File: src/pkg/mqaf_pkg.sv
// Constants, register map and encodings of the multi-queue almost-flag block.
package mqaf_pkg;

   // ********************************************************************
   // Sizes
   // ********************************************************************
   localparam int unsigned QCOUNT       = 8;
   localparam int unsigned QDEPTH       = 2048;
   localparam int unsigned BUS_W        = 8;
   localparam int unsigned DEF_OFS_SMALL = 8;
   localparam int unsigned DEF_OFS_BIG   = 128;

   // ********************************************************************
   // Register map, byte addresses on APB
   // ********************************************************************
   localparam logic [11:0] REG_CTRL     = 12'h000;
   localparam logic [11:0] REG_STATUS   = 12'h004;
   localparam logic [11:0] REG_AF_BASE  = 12'h100;
   localparam logic [11:0] REG_AE_BASE  = 12'h200;
   localparam logic [11:0] REG_CNT_BASE = 12'h300;
   localparam int unsigned PAGE_HI      = 11;
   localparam int unsigned PAGE_LO      = 8;
   localparam int unsigned IDX_HI       = 7;
   localparam int unsigned IDX_LO       = 2;

   // ********************************************************************
   // Field layout
   // ********************************************************************
   localparam int unsigned CTRL_DEF_BIT  = 0;
   localparam int unsigned CTRL_BIG_BIT  = 1;
   localparam int unsigned CTRL_MODE_LSB = 2;
   localparam int unsigned STAT_AE_LSB   = 16;
   localparam logic        CTRL_DEF_RST  = 1'b1;
   localparam logic        CTRL_BIG_RST  = 1'b0;

   // Bus matching setups, write width to read width.
   typedef enum logic [1:0] {
      MQAF_W18_R18,
      MQAF_W9_R9,
      MQAF_W18_R9,
      MQAF_W9_R18
   } mqaf_mode_t;

endpackage

File: src/design/mqaf_top.sv
// Per-queue almost-full, almost-empty and output-valid tracking with an APB register file.
//
// Behaviour
// - Almost-full pin shows selected write queue only
// - Almost-full status kept for every queue
// - Offsets programmed, or default 8 or 128
// - Each queue own almost-full offset m
// - New write queue status on second edge
// - Almost-full falls two cycles after write
// - Read releases almost-full after crossing stage
// - Almost-full changes only on clock edge
// - Reads update almost-full of read queue
// - Almost-full copied onto eight-bit status bus
// - Almost-empty pin shows selected read queue
// - Almost-empty status kept for every queue
// - Each queue own almost-empty offset n
// - New read queue status on second edge
// - Almost-empty falls two cycles after read
// - Write releases almost-empty after crossing stage
// - Almost-empty changes only on clock edge
// - Writes update almost-empty of write queue
// - Almost-empty copied onto eight-bit status bus
// - Output valid tracks word in output register
//
// Local design decisions: the placing of the registers and register access over APB.
`timescale 1ns/1ns
module mqaf_top
   import mqaf_pkg::*;
#(
   parameter int unsigned NQ    = QCOUNT,
   parameter int unsigned DEPTH = QDEPTH,
   parameter int unsigned QW    = $clog2(NQ)
) (
   // Clock and reset
   input  wire logic          pclk,
   input  wire logic          presetn,
   // APB slave
   input  wire logic          psel,
   input  wire logic          penable,
   input  wire logic          pwrite,
   input  wire logic [11:0]   paddr,
   input  wire logic [31:0]   pwdata,
   output logic [31:0]        prdata,
   output logic               pready,
   output logic               pslverr,
   // Write port
   input  wire logic [QW-1:0] wr_queue_addr,
   input  wire logic          wr_addr_en,
   input  wire logic          wr_en,
   // Read port
   input  wire logic [QW-1:0] rd_queue_addr,
   input  wire logic          rd_addr_en,
   input  wire logic          rd_en,
   // Flags
   output logic               almost_full_n,
   output logic               almost_empty_n,
   output logic               out_valid_n,
   output logic [BUS_W-1:0]   almost_full_status_bus,
   output logic [BUS_W-1:0]   almost_empty_status_bus
);

   // ********************************************************************
   // State
   // ********************************************************************
   // Counts are kept in nine-bit units so every bus matching setup shares one scale.
   localparam int unsigned CW  = $clog2(2 * DEPTH + 1);
   localparam logic [CW-1:0] CAP   = CW'(2 * DEPTH);
   localparam logic [CW-1:0] U_ONE = CW'(1);
   localparam logic [CW-1:0] U_TWO = CW'(2);

   typedef struct packed {
      logic [NQ-1:0][CW-1:0] cnt;
      logic [NQ-1:0][CW-1:0] af_ofs;
      logic [NQ-1:0][CW-1:0] ae_ofs;
      logic [NQ-1:0]         af_q;
      logic [NQ-1:0]         ae_q;
      logic [QW-1:0]         wpend;
      logic [QW-1:0]         wsel;
      logic [QW-1:0]         rpend;
      logic [QW-1:0]         rsel;
      logic                  def_prog;
      logic                  def_big;
      logic [1:0]            mode;
      logic                  almost_full_n;
      logic                  almost_empty_n;
      logic                  out_valid_n;
      logic [BUS_W-1:0]      af_bus;
      logic [BUS_W-1:0]      ae_bus;
      logic [31:0]           prdata;
      logic                  pready;
      logic                  pslverr;
   } mqaf_state_t;

   mqaf_state_t           s_r;
   mqaf_state_t           s_nxt;
   logic [NQ-1:0][CW-1:0] m_eff;
   logic [NQ-1:0][CW-1:0] n_eff;
   logic [NQ-1:0]         af_c;
   logic [NQ-1:0]         ae_c;
   logic [CW-1:0]         wunit;
   logic [CW-1:0]         runit;
   logic                  wide_in;
   logic                  wide_out;
   logic                  wr_go;
   logic                  rd_go;
   logic [CW-1:0]         cval;
   logic [CW:0]           thr;
   logic [31:0]           rd_val;
   logic                  bad_addr;
   logic                  setup;
   logic                  wr_acc;
   logic [5:0]            idx;
   logic                  idx_ok;
   logic [CW-1:0]         def_ofs;
   int                    gq;

   // ********************************************************************
   // Next-state logic
   // ********************************************************************
   // One process computes every next value; the flop stage below is the only storage.
   always_comb begin
      s_nxt    = s_r;
      cval     = '0;
      thr      = '0;
      gq       = 0;
      wide_in  = (s_r.mode == MQAF_W18_R18) || (s_r.mode == MQAF_W18_R9);
      wide_out = (s_r.mode == MQAF_W18_R18) || (s_r.mode == MQAF_W9_R18);
      wunit    = wide_in ? U_TWO : U_ONE;
      runit    = wide_out ? U_TWO : U_ONE;
      def_ofs  = s_r.def_big ? CW'(DEF_OFS_BIG) : CW'(DEF_OFS_SMALL);

      // Offsets in force: programmed per queue, or the common default.
      for (int q = 0; q < NQ; q++) begin
         m_eff[q] = s_r.def_prog ? def_ofs : s_r.af_ofs[q];
         n_eff[q] = s_r.def_prog ? def_ofs : s_r.ae_ofs[q];
      end

      // A write needs room for a whole input word, a read a whole output word.
      wr_go = wr_en && ((CAP - s_r.cnt[s_r.wsel]) >= wunit);
      rd_go = rd_en && (s_r.cnt[s_r.rsel] >= runit);

      // Each port acts only on the count of its selected queue, so inactive queues hold their counts.
      for (int q = 0; q < NQ; q++) begin
         cval = s_r.cnt[q];
         if (wr_go && (s_r.wsel == QW'(q))) begin
            cval = cval + wunit;
         end
         if (rd_go && (s_r.rsel == QW'(q))) begin
            cval = cval - runit;
         end
         s_nxt.cnt[q] = cval;
      end

      // Per-queue status from the counts; offsets are counted in port words.
      for (int q = 0; q < NQ; q++) begin
         thr     = wide_in ? {m_eff[q], 1'b0} : {1'b0, m_eff[q]};
         af_c[q] = {1'b0, CAP - s_r.cnt[q]} <= thr;
         thr     = wide_out ? {n_eff[q], 1'b0} : {1'b0, n_eff[q]};
         ae_c[q] = {1'b0, s_r.cnt[q]} <= thr;
      end
      // This stage is the crossing register between the two ports' views.
      s_nxt.af_q = af_c;
      s_nxt.ae_q = ae_c;

      // Queue selection takes effect one edge after it is presented.
      if (wr_addr_en) begin
         s_nxt.wpend = wr_queue_addr;
      end
      s_nxt.wsel = s_r.wpend;
      if (rd_addr_en) begin
         s_nxt.rpend = rd_queue_addr;
      end
      s_nxt.rsel = s_r.rpend;

      // Second register of each flag, so status shows two edges after its cause.
      s_nxt.almost_full_n  = !s_r.af_q[s_r.wsel];
      s_nxt.almost_empty_n = !s_r.ae_q[s_r.rsel];
      // Nine-to-eighteen needs two units before an output word exists.
      s_nxt.out_valid_n    = !(s_r.cnt[s_r.rsel] >= runit);

      // Status buses show the group of eight holding the active queue.
      for (int i = 0; i < BUS_W; i++) begin
         gq = int'(s_r.wsel) - (int'(s_r.wsel) % BUS_W) + i;
         s_nxt.af_bus[i] = (gq < NQ) ? !s_r.af_q[gq] : 1'b1;
         gq = int'(s_r.rsel) - (int'(s_r.rsel) % BUS_W) + i;
         s_nxt.ae_bus[i] = (gq < NQ) ? !s_r.ae_q[gq] : 1'b0;
      end

      // APB decode. The answer is prepared in the setup cycle so every output stays a flop.
      setup    = psel && !penable;
      wr_acc   = psel && penable && s_r.pready && pwrite && !s_r.pslverr;
      idx      = paddr[IDX_HI:IDX_LO];
      idx_ok   = (int'(idx) < NQ) && (paddr[1:0] == 2'b00);
      rd_val   = '0;
      bad_addr = 1'b0;
      if (paddr == REG_CTRL) begin
         rd_val[CTRL_DEF_BIT]                 = s_r.def_prog;
         rd_val[CTRL_BIG_BIT]                 = s_r.def_big;
         rd_val[CTRL_MODE_LSB +: 2]           = s_r.mode;
      end else if (paddr == REG_STATUS) begin
         rd_val[NQ-1:0]                       = s_r.af_q;
         rd_val[STAT_AE_LSB +: NQ]            = s_r.ae_q;
      end else if (idx_ok && (paddr[PAGE_HI:PAGE_LO] == REG_AF_BASE[PAGE_HI:PAGE_LO])) begin
         rd_val[CW-1:0]                       = s_r.af_ofs[idx];
      end else if (idx_ok && (paddr[PAGE_HI:PAGE_LO] == REG_AE_BASE[PAGE_HI:PAGE_LO])) begin
         rd_val[CW-1:0]                       = s_r.ae_ofs[idx];
      end else if (idx_ok && (paddr[PAGE_HI:PAGE_LO] == REG_CNT_BASE[PAGE_HI:PAGE_LO])) begin
         rd_val[CW-1:0]                       = s_r.cnt[idx];
      end else begin
         bad_addr = 1'b1;
      end
      s_nxt.pready  = setup;
      s_nxt.pslverr = setup && bad_addr;
      if (setup) begin
         s_nxt.prdata = rd_val;
      end

      // Register writes land only at the completing access edge.
      if (wr_acc) begin
         if (paddr == REG_CTRL) begin
            s_nxt.def_prog = pwdata[CTRL_DEF_BIT];
            s_nxt.def_big  = pwdata[CTRL_BIG_BIT];
            s_nxt.mode     = pwdata[CTRL_MODE_LSB +: 2];
         end else if (idx_ok && (paddr[PAGE_HI:PAGE_LO] == REG_AF_BASE[PAGE_HI:PAGE_LO])) begin
            s_nxt.af_ofs[idx] = pwdata[CW-1:0];
         end else if (idx_ok && (paddr[PAGE_HI:PAGE_LO] == REG_AE_BASE[PAGE_HI:PAGE_LO])) begin
            s_nxt.ae_ofs[idx] = pwdata[CW-1:0];
         end
      end
   end

   // ********************************************************************
   // State register
   // ********************************************************************
   // Reset leaves all queues empty: not almost full, almost empty, no valid word.
   always_ff @(posedge pclk or negedge presetn) begin
      if (!presetn) begin
         s_r                <= '0;
         s_r.ae_q           <= '1;
         s_r.def_prog       <= CTRL_DEF_RST;
         s_r.def_big        <= CTRL_BIG_RST;
         s_r.almost_full_n  <= 1'b1;
         s_r.out_valid_n    <= 1'b1;
         s_r.af_bus         <= '1;
      end else begin
         s_r <= s_nxt;
      end
   end

   // Outputs come straight from the state register.
   assign prdata                  = s_r.prdata;
   assign pready                  = s_r.pready;
   assign pslverr                 = s_r.pslverr;
   assign almost_full_n           = s_r.almost_full_n;
   assign almost_empty_n          = s_r.almost_empty_n;
   assign out_valid_n             = s_r.out_valid_n;
   assign almost_full_status_bus  = s_r.af_bus;
   assign almost_empty_status_bus = s_r.ae_bus;

   // ********************************************************************
   // Assertions
   // ********************************************************************
   property p_af_active;
      @(posedge pclk) disable iff (!presetn)
      1 |=> almost_full_n == !$past(s_r.af_q[s_r.wsel]);
   endproperty
   a_af_active: assert property (p_af_active) else $error("almost_full_n not from active queue");

   property p_wsel;
      @(posedge pclk) disable iff (!presetn)
      wr_addr_en |=> ##1 s_r.wsel == $past(wr_queue_addr, 2);
   endproperty
   a_wsel: assert property (p_wsel) else $error("write queue switch late");

   property p_af_two;
      @(posedge pclk) disable iff (!presetn)
      (af_c[s_r.wsel] && !$changed(s_r.wsel) && !$changed(s_r.wpend)) |=> ##1 !almost_full_n;
   endproperty
   a_af_two: assert property (p_af_two) else $error("almost_full_n not low two edges on");

   property p_rsel;
      @(posedge pclk) disable iff (!presetn)
      rd_addr_en |=> ##1 s_r.rsel == $past(rd_queue_addr, 2);
   endproperty
   a_rsel: assert property (p_rsel) else $error("read queue switch late");

   property p_ae_two;
      @(posedge pclk) disable iff (!presetn)
      (ae_c[s_r.rsel] && !$changed(s_r.rsel) && !$changed(s_r.rpend)) |=> ##1 !almost_empty_n;
   endproperty
   a_ae_two: assert property (p_ae_two) else $error("almost_empty_n not low two edges on");

   property p_bus_af;
      @(posedge pclk) disable iff (!presetn)
      1 |=> almost_full_status_bus[$past(s_r.wsel) % BUS_W] == almost_full_n;
   endproperty
   a_bus_af: assert property (p_bus_af) else $error("status bus disagrees with almost_full_n");

   property p_bus_ae;
      @(posedge pclk) disable iff (!presetn)
      1 |=> almost_empty_status_bus[$past(s_r.rsel) % BUS_W] == almost_empty_n;
   endproperty
   a_bus_ae: assert property (p_bus_ae) else $error("status bus disagrees with almost_empty_n");

   property p_cnt_wr;
      @(posedge pclk) disable iff (!presetn)
      (wr_go && !(rd_go && s_r.rsel == s_r.wsel)) |=> s_r.cnt[$past(s_r.wsel)] == $past(s_r.cnt[s_r.wsel] + wunit);
   endproperty
   a_cnt_wr: assert property (p_cnt_wr) else $error("write did not raise queue count");

   property p_cnt_rd;
      @(posedge pclk) disable iff (!presetn)
      (rd_go && !(wr_go && s_r.rsel == s_r.wsel)) |=> s_r.cnt[$past(s_r.rsel)] == $past(s_r.cnt[s_r.rsel] - runit);
   endproperty
   a_cnt_rd: assert property (p_cnt_rd) else $error("read did not lower queue count");

   property p_def_ofs;
      @(posedge pclk) disable iff (!presetn)
      s_r.def_prog |-> (m_eff[0] == CW'(DEF_OFS_SMALL)) || (m_eff[0] == CW'(DEF_OFS_BIG));
   endproperty
   a_def_ofs: assert property (p_def_ofs) else $error("default offset not 8 or 128");

   property p_out_valid;
      @(posedge pclk) disable iff (!presetn)
      1 |=> out_valid_n == ($past(s_r.cnt[s_r.rsel]) < $past(runit));
   endproperty
   a_out_valid: assert property (p_out_valid) else $error("out_valid_n wrong for output word");

   property p_ae_active;
      @(posedge pclk) disable iff (!presetn)
      1 |=> almost_empty_n == !$past(s_r.ae_q[s_r.rsel]);
   endproperty
   a_ae_active: assert property (p_ae_active) else $error("almost_empty_n not from active queue");

   // Releases take the same two edges as assertions, since both pass the status stage.
   property p_af_rel;
      @(posedge pclk) disable iff (!presetn)
      (!af_c[s_r.wsel] && !$changed(s_r.wsel) && !$changed(s_r.wpend)) |=> ##1 almost_full_n;
   endproperty
   a_af_rel: assert property (p_af_rel) else $error("almost_full_n not released two edges on");

   property p_ae_rel;
      @(posedge pclk) disable iff (!presetn)
      (!ae_c[s_r.rsel] && !$changed(s_r.rsel) && !$changed(s_r.rpend)) |=> ##1 almost_empty_n;
   endproperty
   a_ae_rel: assert property (p_ae_rel) else $error("almost_empty_n not released two edges on");

   // Counts move only with a port strobe, and a refused operation never wraps them.
   property p_cnt_hold;
      @(posedge pclk) disable iff (!presetn)
      (!wr_en && !rd_en) |=> s_r.cnt == $past(s_r.cnt);
   endproperty
   a_cnt_hold: assert property (p_cnt_hold) else $error("queue count moved without a strobe");

   property p_cnt_cap;
      @(posedge pclk) disable iff (!presetn)
      1 |-> (s_r.cnt[s_r.wsel] <= CAP) && (s_r.cnt[s_r.rsel] <= CAP);
   endproperty
   a_cnt_cap: assert property (p_cnt_cap) else $error("queue count beyond capacity");

   // A pending selection changes only when the controller presents a new one.
   property p_wpend_hold;
      @(posedge pclk) disable iff (!presetn)
      !wr_addr_en |=> s_r.wpend == $past(s_r.wpend);
   endproperty
   a_wpend_hold: assert property (p_wpend_hold) else $error("write selection moved without enable");

   property p_rpend_hold;
      @(posedge pclk) disable iff (!presetn)
      !rd_addr_en |=> s_r.rpend == $past(s_r.rpend);
   endproperty
   a_rpend_hold: assert property (p_rpend_hold) else $error("read selection moved without enable");

   property p_valid_empty;
      @(posedge pclk) disable iff (!presetn)
      (s_r.cnt[s_r.rsel] == '0) |=> out_valid_n;
   endproperty
   a_valid_empty: assert property (p_valid_empty) else $error("empty queue shows a valid word");

endmodule

File: config.mk
export PLATFORM = sky130hd
export DESIGN_NAME = mqaf_top
export DESIGN_NICKNAME = d
export VERILOG_FILES = /design/src/pkg/mqaf_pkg.sv /design/src/design/mqaf_top.sv
export SDC_FILE = /design/constraint.sdc
export NUM_CORES = 2
export LEC_CHECK = 0
export BUFFER_PORTS_ARGS = -buffer_cell sky130_fd_sc_hd__buf_2
export CAP_MARGIN = 20
export CORE_MARGIN = 5
export CORE_UTILIZATION = 30
export DETAILED_ROUTE_END_ITERATION = 8
export HOLD_SLACK_MARGIN = 0.05
export MAX_ROUTING_LAYER = met4
export PLACE_DENSITY = 0.53
export SLEW_MARGIN = 30
export SYNTH_ARGS = -nofsm -noshare
export SYNTH_HDL_FRONTEND = slang
export SYNTH_SLANG_ARGS = --single-unit
File: constraint.sdc
create_clock -name pclk -period 6.65 [get_ports pclk]
set_clock_uncertainty 0.15 [all_clocks]
set_input_delay 1.33 -clock pclk [delete_from_list [all_inputs] [get_ports pclk]]
set_output_delay 1.33 -clock pclk [all_outputs]
set_load 0.05 [all_outputs]
; Word level (Yosys, flattened, before mapping)
; Index checks and enable logic that the tools add are counted.
; Widths: inputs -> output; s select.
[word_totals]
reg_bits = 386
input_bits = 59
output_inout_bits = 53
wordCells = 366
[op_classes]
addsub = 41
order_cmp = 55
eq_ne = 20
mux = 147
bitwise = 2
reduce_logical = 60
[ops]
columns = cell, n
row1 = $mux 13, 41
row2 = $lt 32x4->1 const B, 16
row3 = $lt 32x5->1 const B, 12
row4 = $le 13x14->1, 16
row5 = $mux 14, 16
row6 = $bwmux 104, 2
row7 = $bmux 13 s3, 5
row8 = $add 32x3->32 const B, 6
row9 = $add 32x2->32 const B, 4
row10 = $sub 13x13->13 const A, 9
row11 = $add 13x2->13, 8
row12 = $sub 13x2->13, 8
row13 = $add 32x1->32 const B, 2
row14 = $mux 1, 55
row15 = $bmux 1 s3, 18
row16 = $demux 13 s3, 1
row17 = $mux 8, 4
row18 = $logic_and 1x1->1, 29
row19 = $ge 13x2->1, 2
row20 = $eq 3x3->1 const B, 8
row21 = $logic_not 1->1, 21
row22 = $eq 12x3->1 const B, 1
row23 = $eq 3x2->1 const B, 4
row24 = $logic_not 12->1, 1
row25 = other kinds (22), 36

; Logic depth before layout (Yosys ltp)
[depth]
ltp_word = 9
ltp_mapped = 23
mapped_depth_nobuf = 19

; Least setup slack after synthesis
; Ideal clock, no wire load.
[synth_path]
kind = register to register
startpoint = register s_r[53] in the netlist's numbering
endpoint = register s_r[355] in the netlist's numbering
setup_ps = 131
arrival_ps = 5926
required_time_ps = 6369
slack_ps = 442
stages_incl_launch_ff = 23
path_cell_list = dfrtp_1 inv_1 ha_1 or2_2 clkbuf_1 inv_2 clkbuf_1 ha_1 nand2b_1 a21oi_1 o221a_4 a31oi_1 clkbuf_1 nand2_1 mux2i_1 ha_1 inv_1 fa_1 nor4_1 nor3b_1 and3_1 nor2_1 or3_1
[synth_rtl]
columns = item, line
row1 = from (decl), mqaf_top.sv:94  ; mqaf_state_t s_r;
row2 = from (signal assigned), mqaf_top.sv:246  ; s_r <= s_nxt;

==> results.sh <==
export IMPL_die_area_sq_um=116000
export IMPL_ys_flop_type="dfrtp_1"
export IMPL_cts_buffers_inserted=50
export IMPL_max_clock_freq_ghz=0.161
export IMPL_num_vias=28000
export IMPL_start_util=0.302
export IMPL_clk_pin_slew_ns=0.06
export IMPL_critical_path_class="register to register"
export IMPL_drt_total_wl_um=129000
export IMPL_fin_tns_setup_ns=0
export IMPL_status="finished, final reports clean"
export IMPL_rsz0062_at_grt="false"
export IMPL_synth_xor_area_frac=0.0597
export IMPL_layout_drive_gt1_share=0.223
export IMPL_wire_per_inst_um=26.0
export IMPL_h_tree_depth=2
export IMPL_grt_usage=0.221
export IMPL_dieWidth_um=341
export IMPL_syn_area_per_cell_sq_um=9.47
export IMPL_total_leakage_power_nw=15.1
export IMPL_path_buf_inv=4
export IMPL_start_kind="register"
export IMPL_dp_hpwl_um=96800
export IMPL_clockBufferDepth=3
export IMPL_synth_distinct_cells=96
export IMPL_syn_inst=3470
export IMPL_path_cells="buf_4, mux2i_1, a22oi_1, o221a_2, inv_2, ha_1, o211a_2, nand2_1, o31ai_2, a31oi_1, buf_4, nand2_1, mux2i_1, ha_1, inv_1, fa_1, nor2_1, a21boi_0, nand3_1, nand2b_1, xnor2_1"
export IMPL_fin_util=0.340
export IMPL_final_fill_count=11200
export IMPL_core_area_sq_um=109000
export IMPL_drc_errors=0
export IMPL_clkLatencyLatePin_ns=0.66
export IMPL_grt_pass1_wl_um=186000
export IMPL_crit_slowest_cell="dfrtp_2"
export IMPL_synth_simple_area_share=0.172
export IMPL_antenna_found_initial=9
export IMPL_hold_path_class="register to register"
export IMPL_hold_violations=0
export IMPL_yosys_register_bits=386
export IMPL_worst_pin_slew_ns=1.04
export IMPL_worstPathRequired_ns=7.01
export IMPL_post_cts_buffers=0
export IMPL_critPathArrivalTime_ns=6.57
export IMPL_num_io_pins=112
export IMPL_synth_async_sr_flop_share=1.00
export IMPL_path_delay_family="compound AO/OA/AOI/OAI gates"
export IMPL_yosys_warnings=0
export IMPL_hold_buffers=0
export IMPL_setup_ws_ns=0.447
export IMPL_clkSinkCount=386
export IMPL_slew_headroom=0.308
export IMPL_rows=121
export IMPL_ir_drop_mv=0.213
export IMPL_drt_first_pass_iters=7
export IMPL_synth_edf_count=0
export IMPL_pwr_density_cell_nw_per_um2=343
export IMPL_place_ws_ns=0.599
export IMPL_fin_crit_sh=0.933
export IMPL_area_growth_syn_to_layout_pct=12.7
export IMPL_place_congestion=0.945
export IMPL_fp_dieH_um=341
export IMPL_finalSetupViolations=0
export IMPL_grt_overflow=0
export IMPL_io_buffers=81
export IMPL_drt_iter0_markers=2597
export IMPL_synthMuxAreaShare=0.205
export IMPL_fin_hold_ws_ns=0.221
export IMPL_syn_area_sq_um=32900
export IMPL_cts_tree="yes"
export IMPL_path_max_fanout=20
export IMPL_drt_vias_per_instance=5.65
export IMPL_cts_root_buf="clkbuf_16"
export IMPL_worstSetupEndpointType="register"
export IMPL_slew_viol_final=0
export IMPL_synth_top_family_by_area="multiplexers"
export IMPL_synth_adder_area_share=0.107
export IMPL_grt_max_degree=150
export IMPL_final_nets=3825
export IMPL_antenna_left=0
export IMPL_grt_pass1_vias=27100
export IMPL_synth_yosys_seq_area_share=0.295
export IMPL_fin_crit_ns=6.20
export IMPL_cts_resized=0
export IMPL_synth_compound_area_frac=0.114
export IMPL_cap_violations=0
export IMPL_max_stage_delay_ns=0.66
==> registers in the layout (all words and copies together) (netlist names) <==
signal,flops
s_r,338
prdata,21
almost_empty_status_bus,8
almost_full_status_bus,8
s_nxt,6
almost_empty_n,1
almost_full_n,1
out_valid_n,1
pready,1
pslverr,1
==> logic make-up (layout without fill, tap and decap cells) <==
family	after synthesis	after routing
simple gates	1161	1161
compound gates	551	551
mux	521	521
flops	386	386
buf+inv	355	410
fa+ha+maj	271	271
xor+xnor	224	224
other cells	1	16
==> final cells by class <==
cell class	count	area (sq um)	area share
Tap cell	1414	1770	0.0478
Clock buffer	73	1530	0.0412
Timing Repair Buffer	230	1590	0.0430
Antenna cell	5	12.5	0.000338
Sequential cell	386	9690	0.262
Multi-Input combinational cell	2739	21700	0.586
Clock inverter	19	397	0.0107
Inverter	88	332	0.00895
==> cell usage after synthesis (73+ instances only) <==
library cell,instances,area (sq um)
or2_2,73,457
mux2_2,243,2740
nor2_1,234,878
nand3_1,83,415
xor2_1,74,648
nor3_1,85,425
nand2_1,377,1420
a21oi_1,127,636
dfrtp_1,367,9180
clkbuf_1,169,634
ha_1,255,3190
mux4_2,98,2210
a21o_1,87,653
inv_1,84,315
xnor2_1,150,1310
o21ai_0,88,440
mux2i_1,176,1760
==> per-stage QoR <==
stage	power (mW)	cells	area, sq um
global route	13.5	4954	37000
CTS	12.7	4948	37000
floorplan	7.15	3480	32900
finish	12.7	4954	37000
detailed placement	9.43	4856	35100
global placement	9.40	4856	35100
==> final timing paths <==
| kind | start | to | slack, ns | depth (start not counted) |
|---|---|---|---|---|
| min in group asynchronous | presetn | prdata[18] | 0.50 | 1 |
| worst max register to register | s_r[64] | s_r[305] | 0.45 | 21 |
| max in group asynchronous | presetn | s_r[276] | 4.50 | 3 |
| worst min-delay path | s_nxt[57] | s_r[57] | 0.22 | 0 |
| worst max-delay path | s_r[64] | s_r[305] | 0.45 | 21 |
| worst min register to register | s_nxt[57] | s_r[57] | 0.22 | 0 |
==> power breakdown <==
part	switching (mW)	internal (mW)	total (mW)
clock	1.21	1.95	3.16
combinational	3.98	2.42	6.41
sequential	0.438	2.71	3.15
==> cell usage in the layout (no fill, tap or decap), types with 83 or more instances in the layout <==
master / n
nand2_1: 377
dfrtp_1: 366
ha_1: 254
mux2_2: 243
nor2_1: 227
mux2i_1: 176
xnor2_1: 150
buf_4: 146
a21oi_1: 127
mux4_2: 98
o21ai_0: 88
a21o_1: 87
nor3_1: 84
inv_1: 84
nand3_1: 83
==> per-layer routing <==
metal  wire (um)  share of wire  vias up  global-route usage
li1            -              -    12600                   -
met1       54900           0.43    14000               0.290
met2       57200           0.45     1151               0.335
met3       10500          0.082      255              0.0434
met4        5920          0.046        0              0.0879
met5           0              0        -                   -
Power figures use the tool's default switching activity.
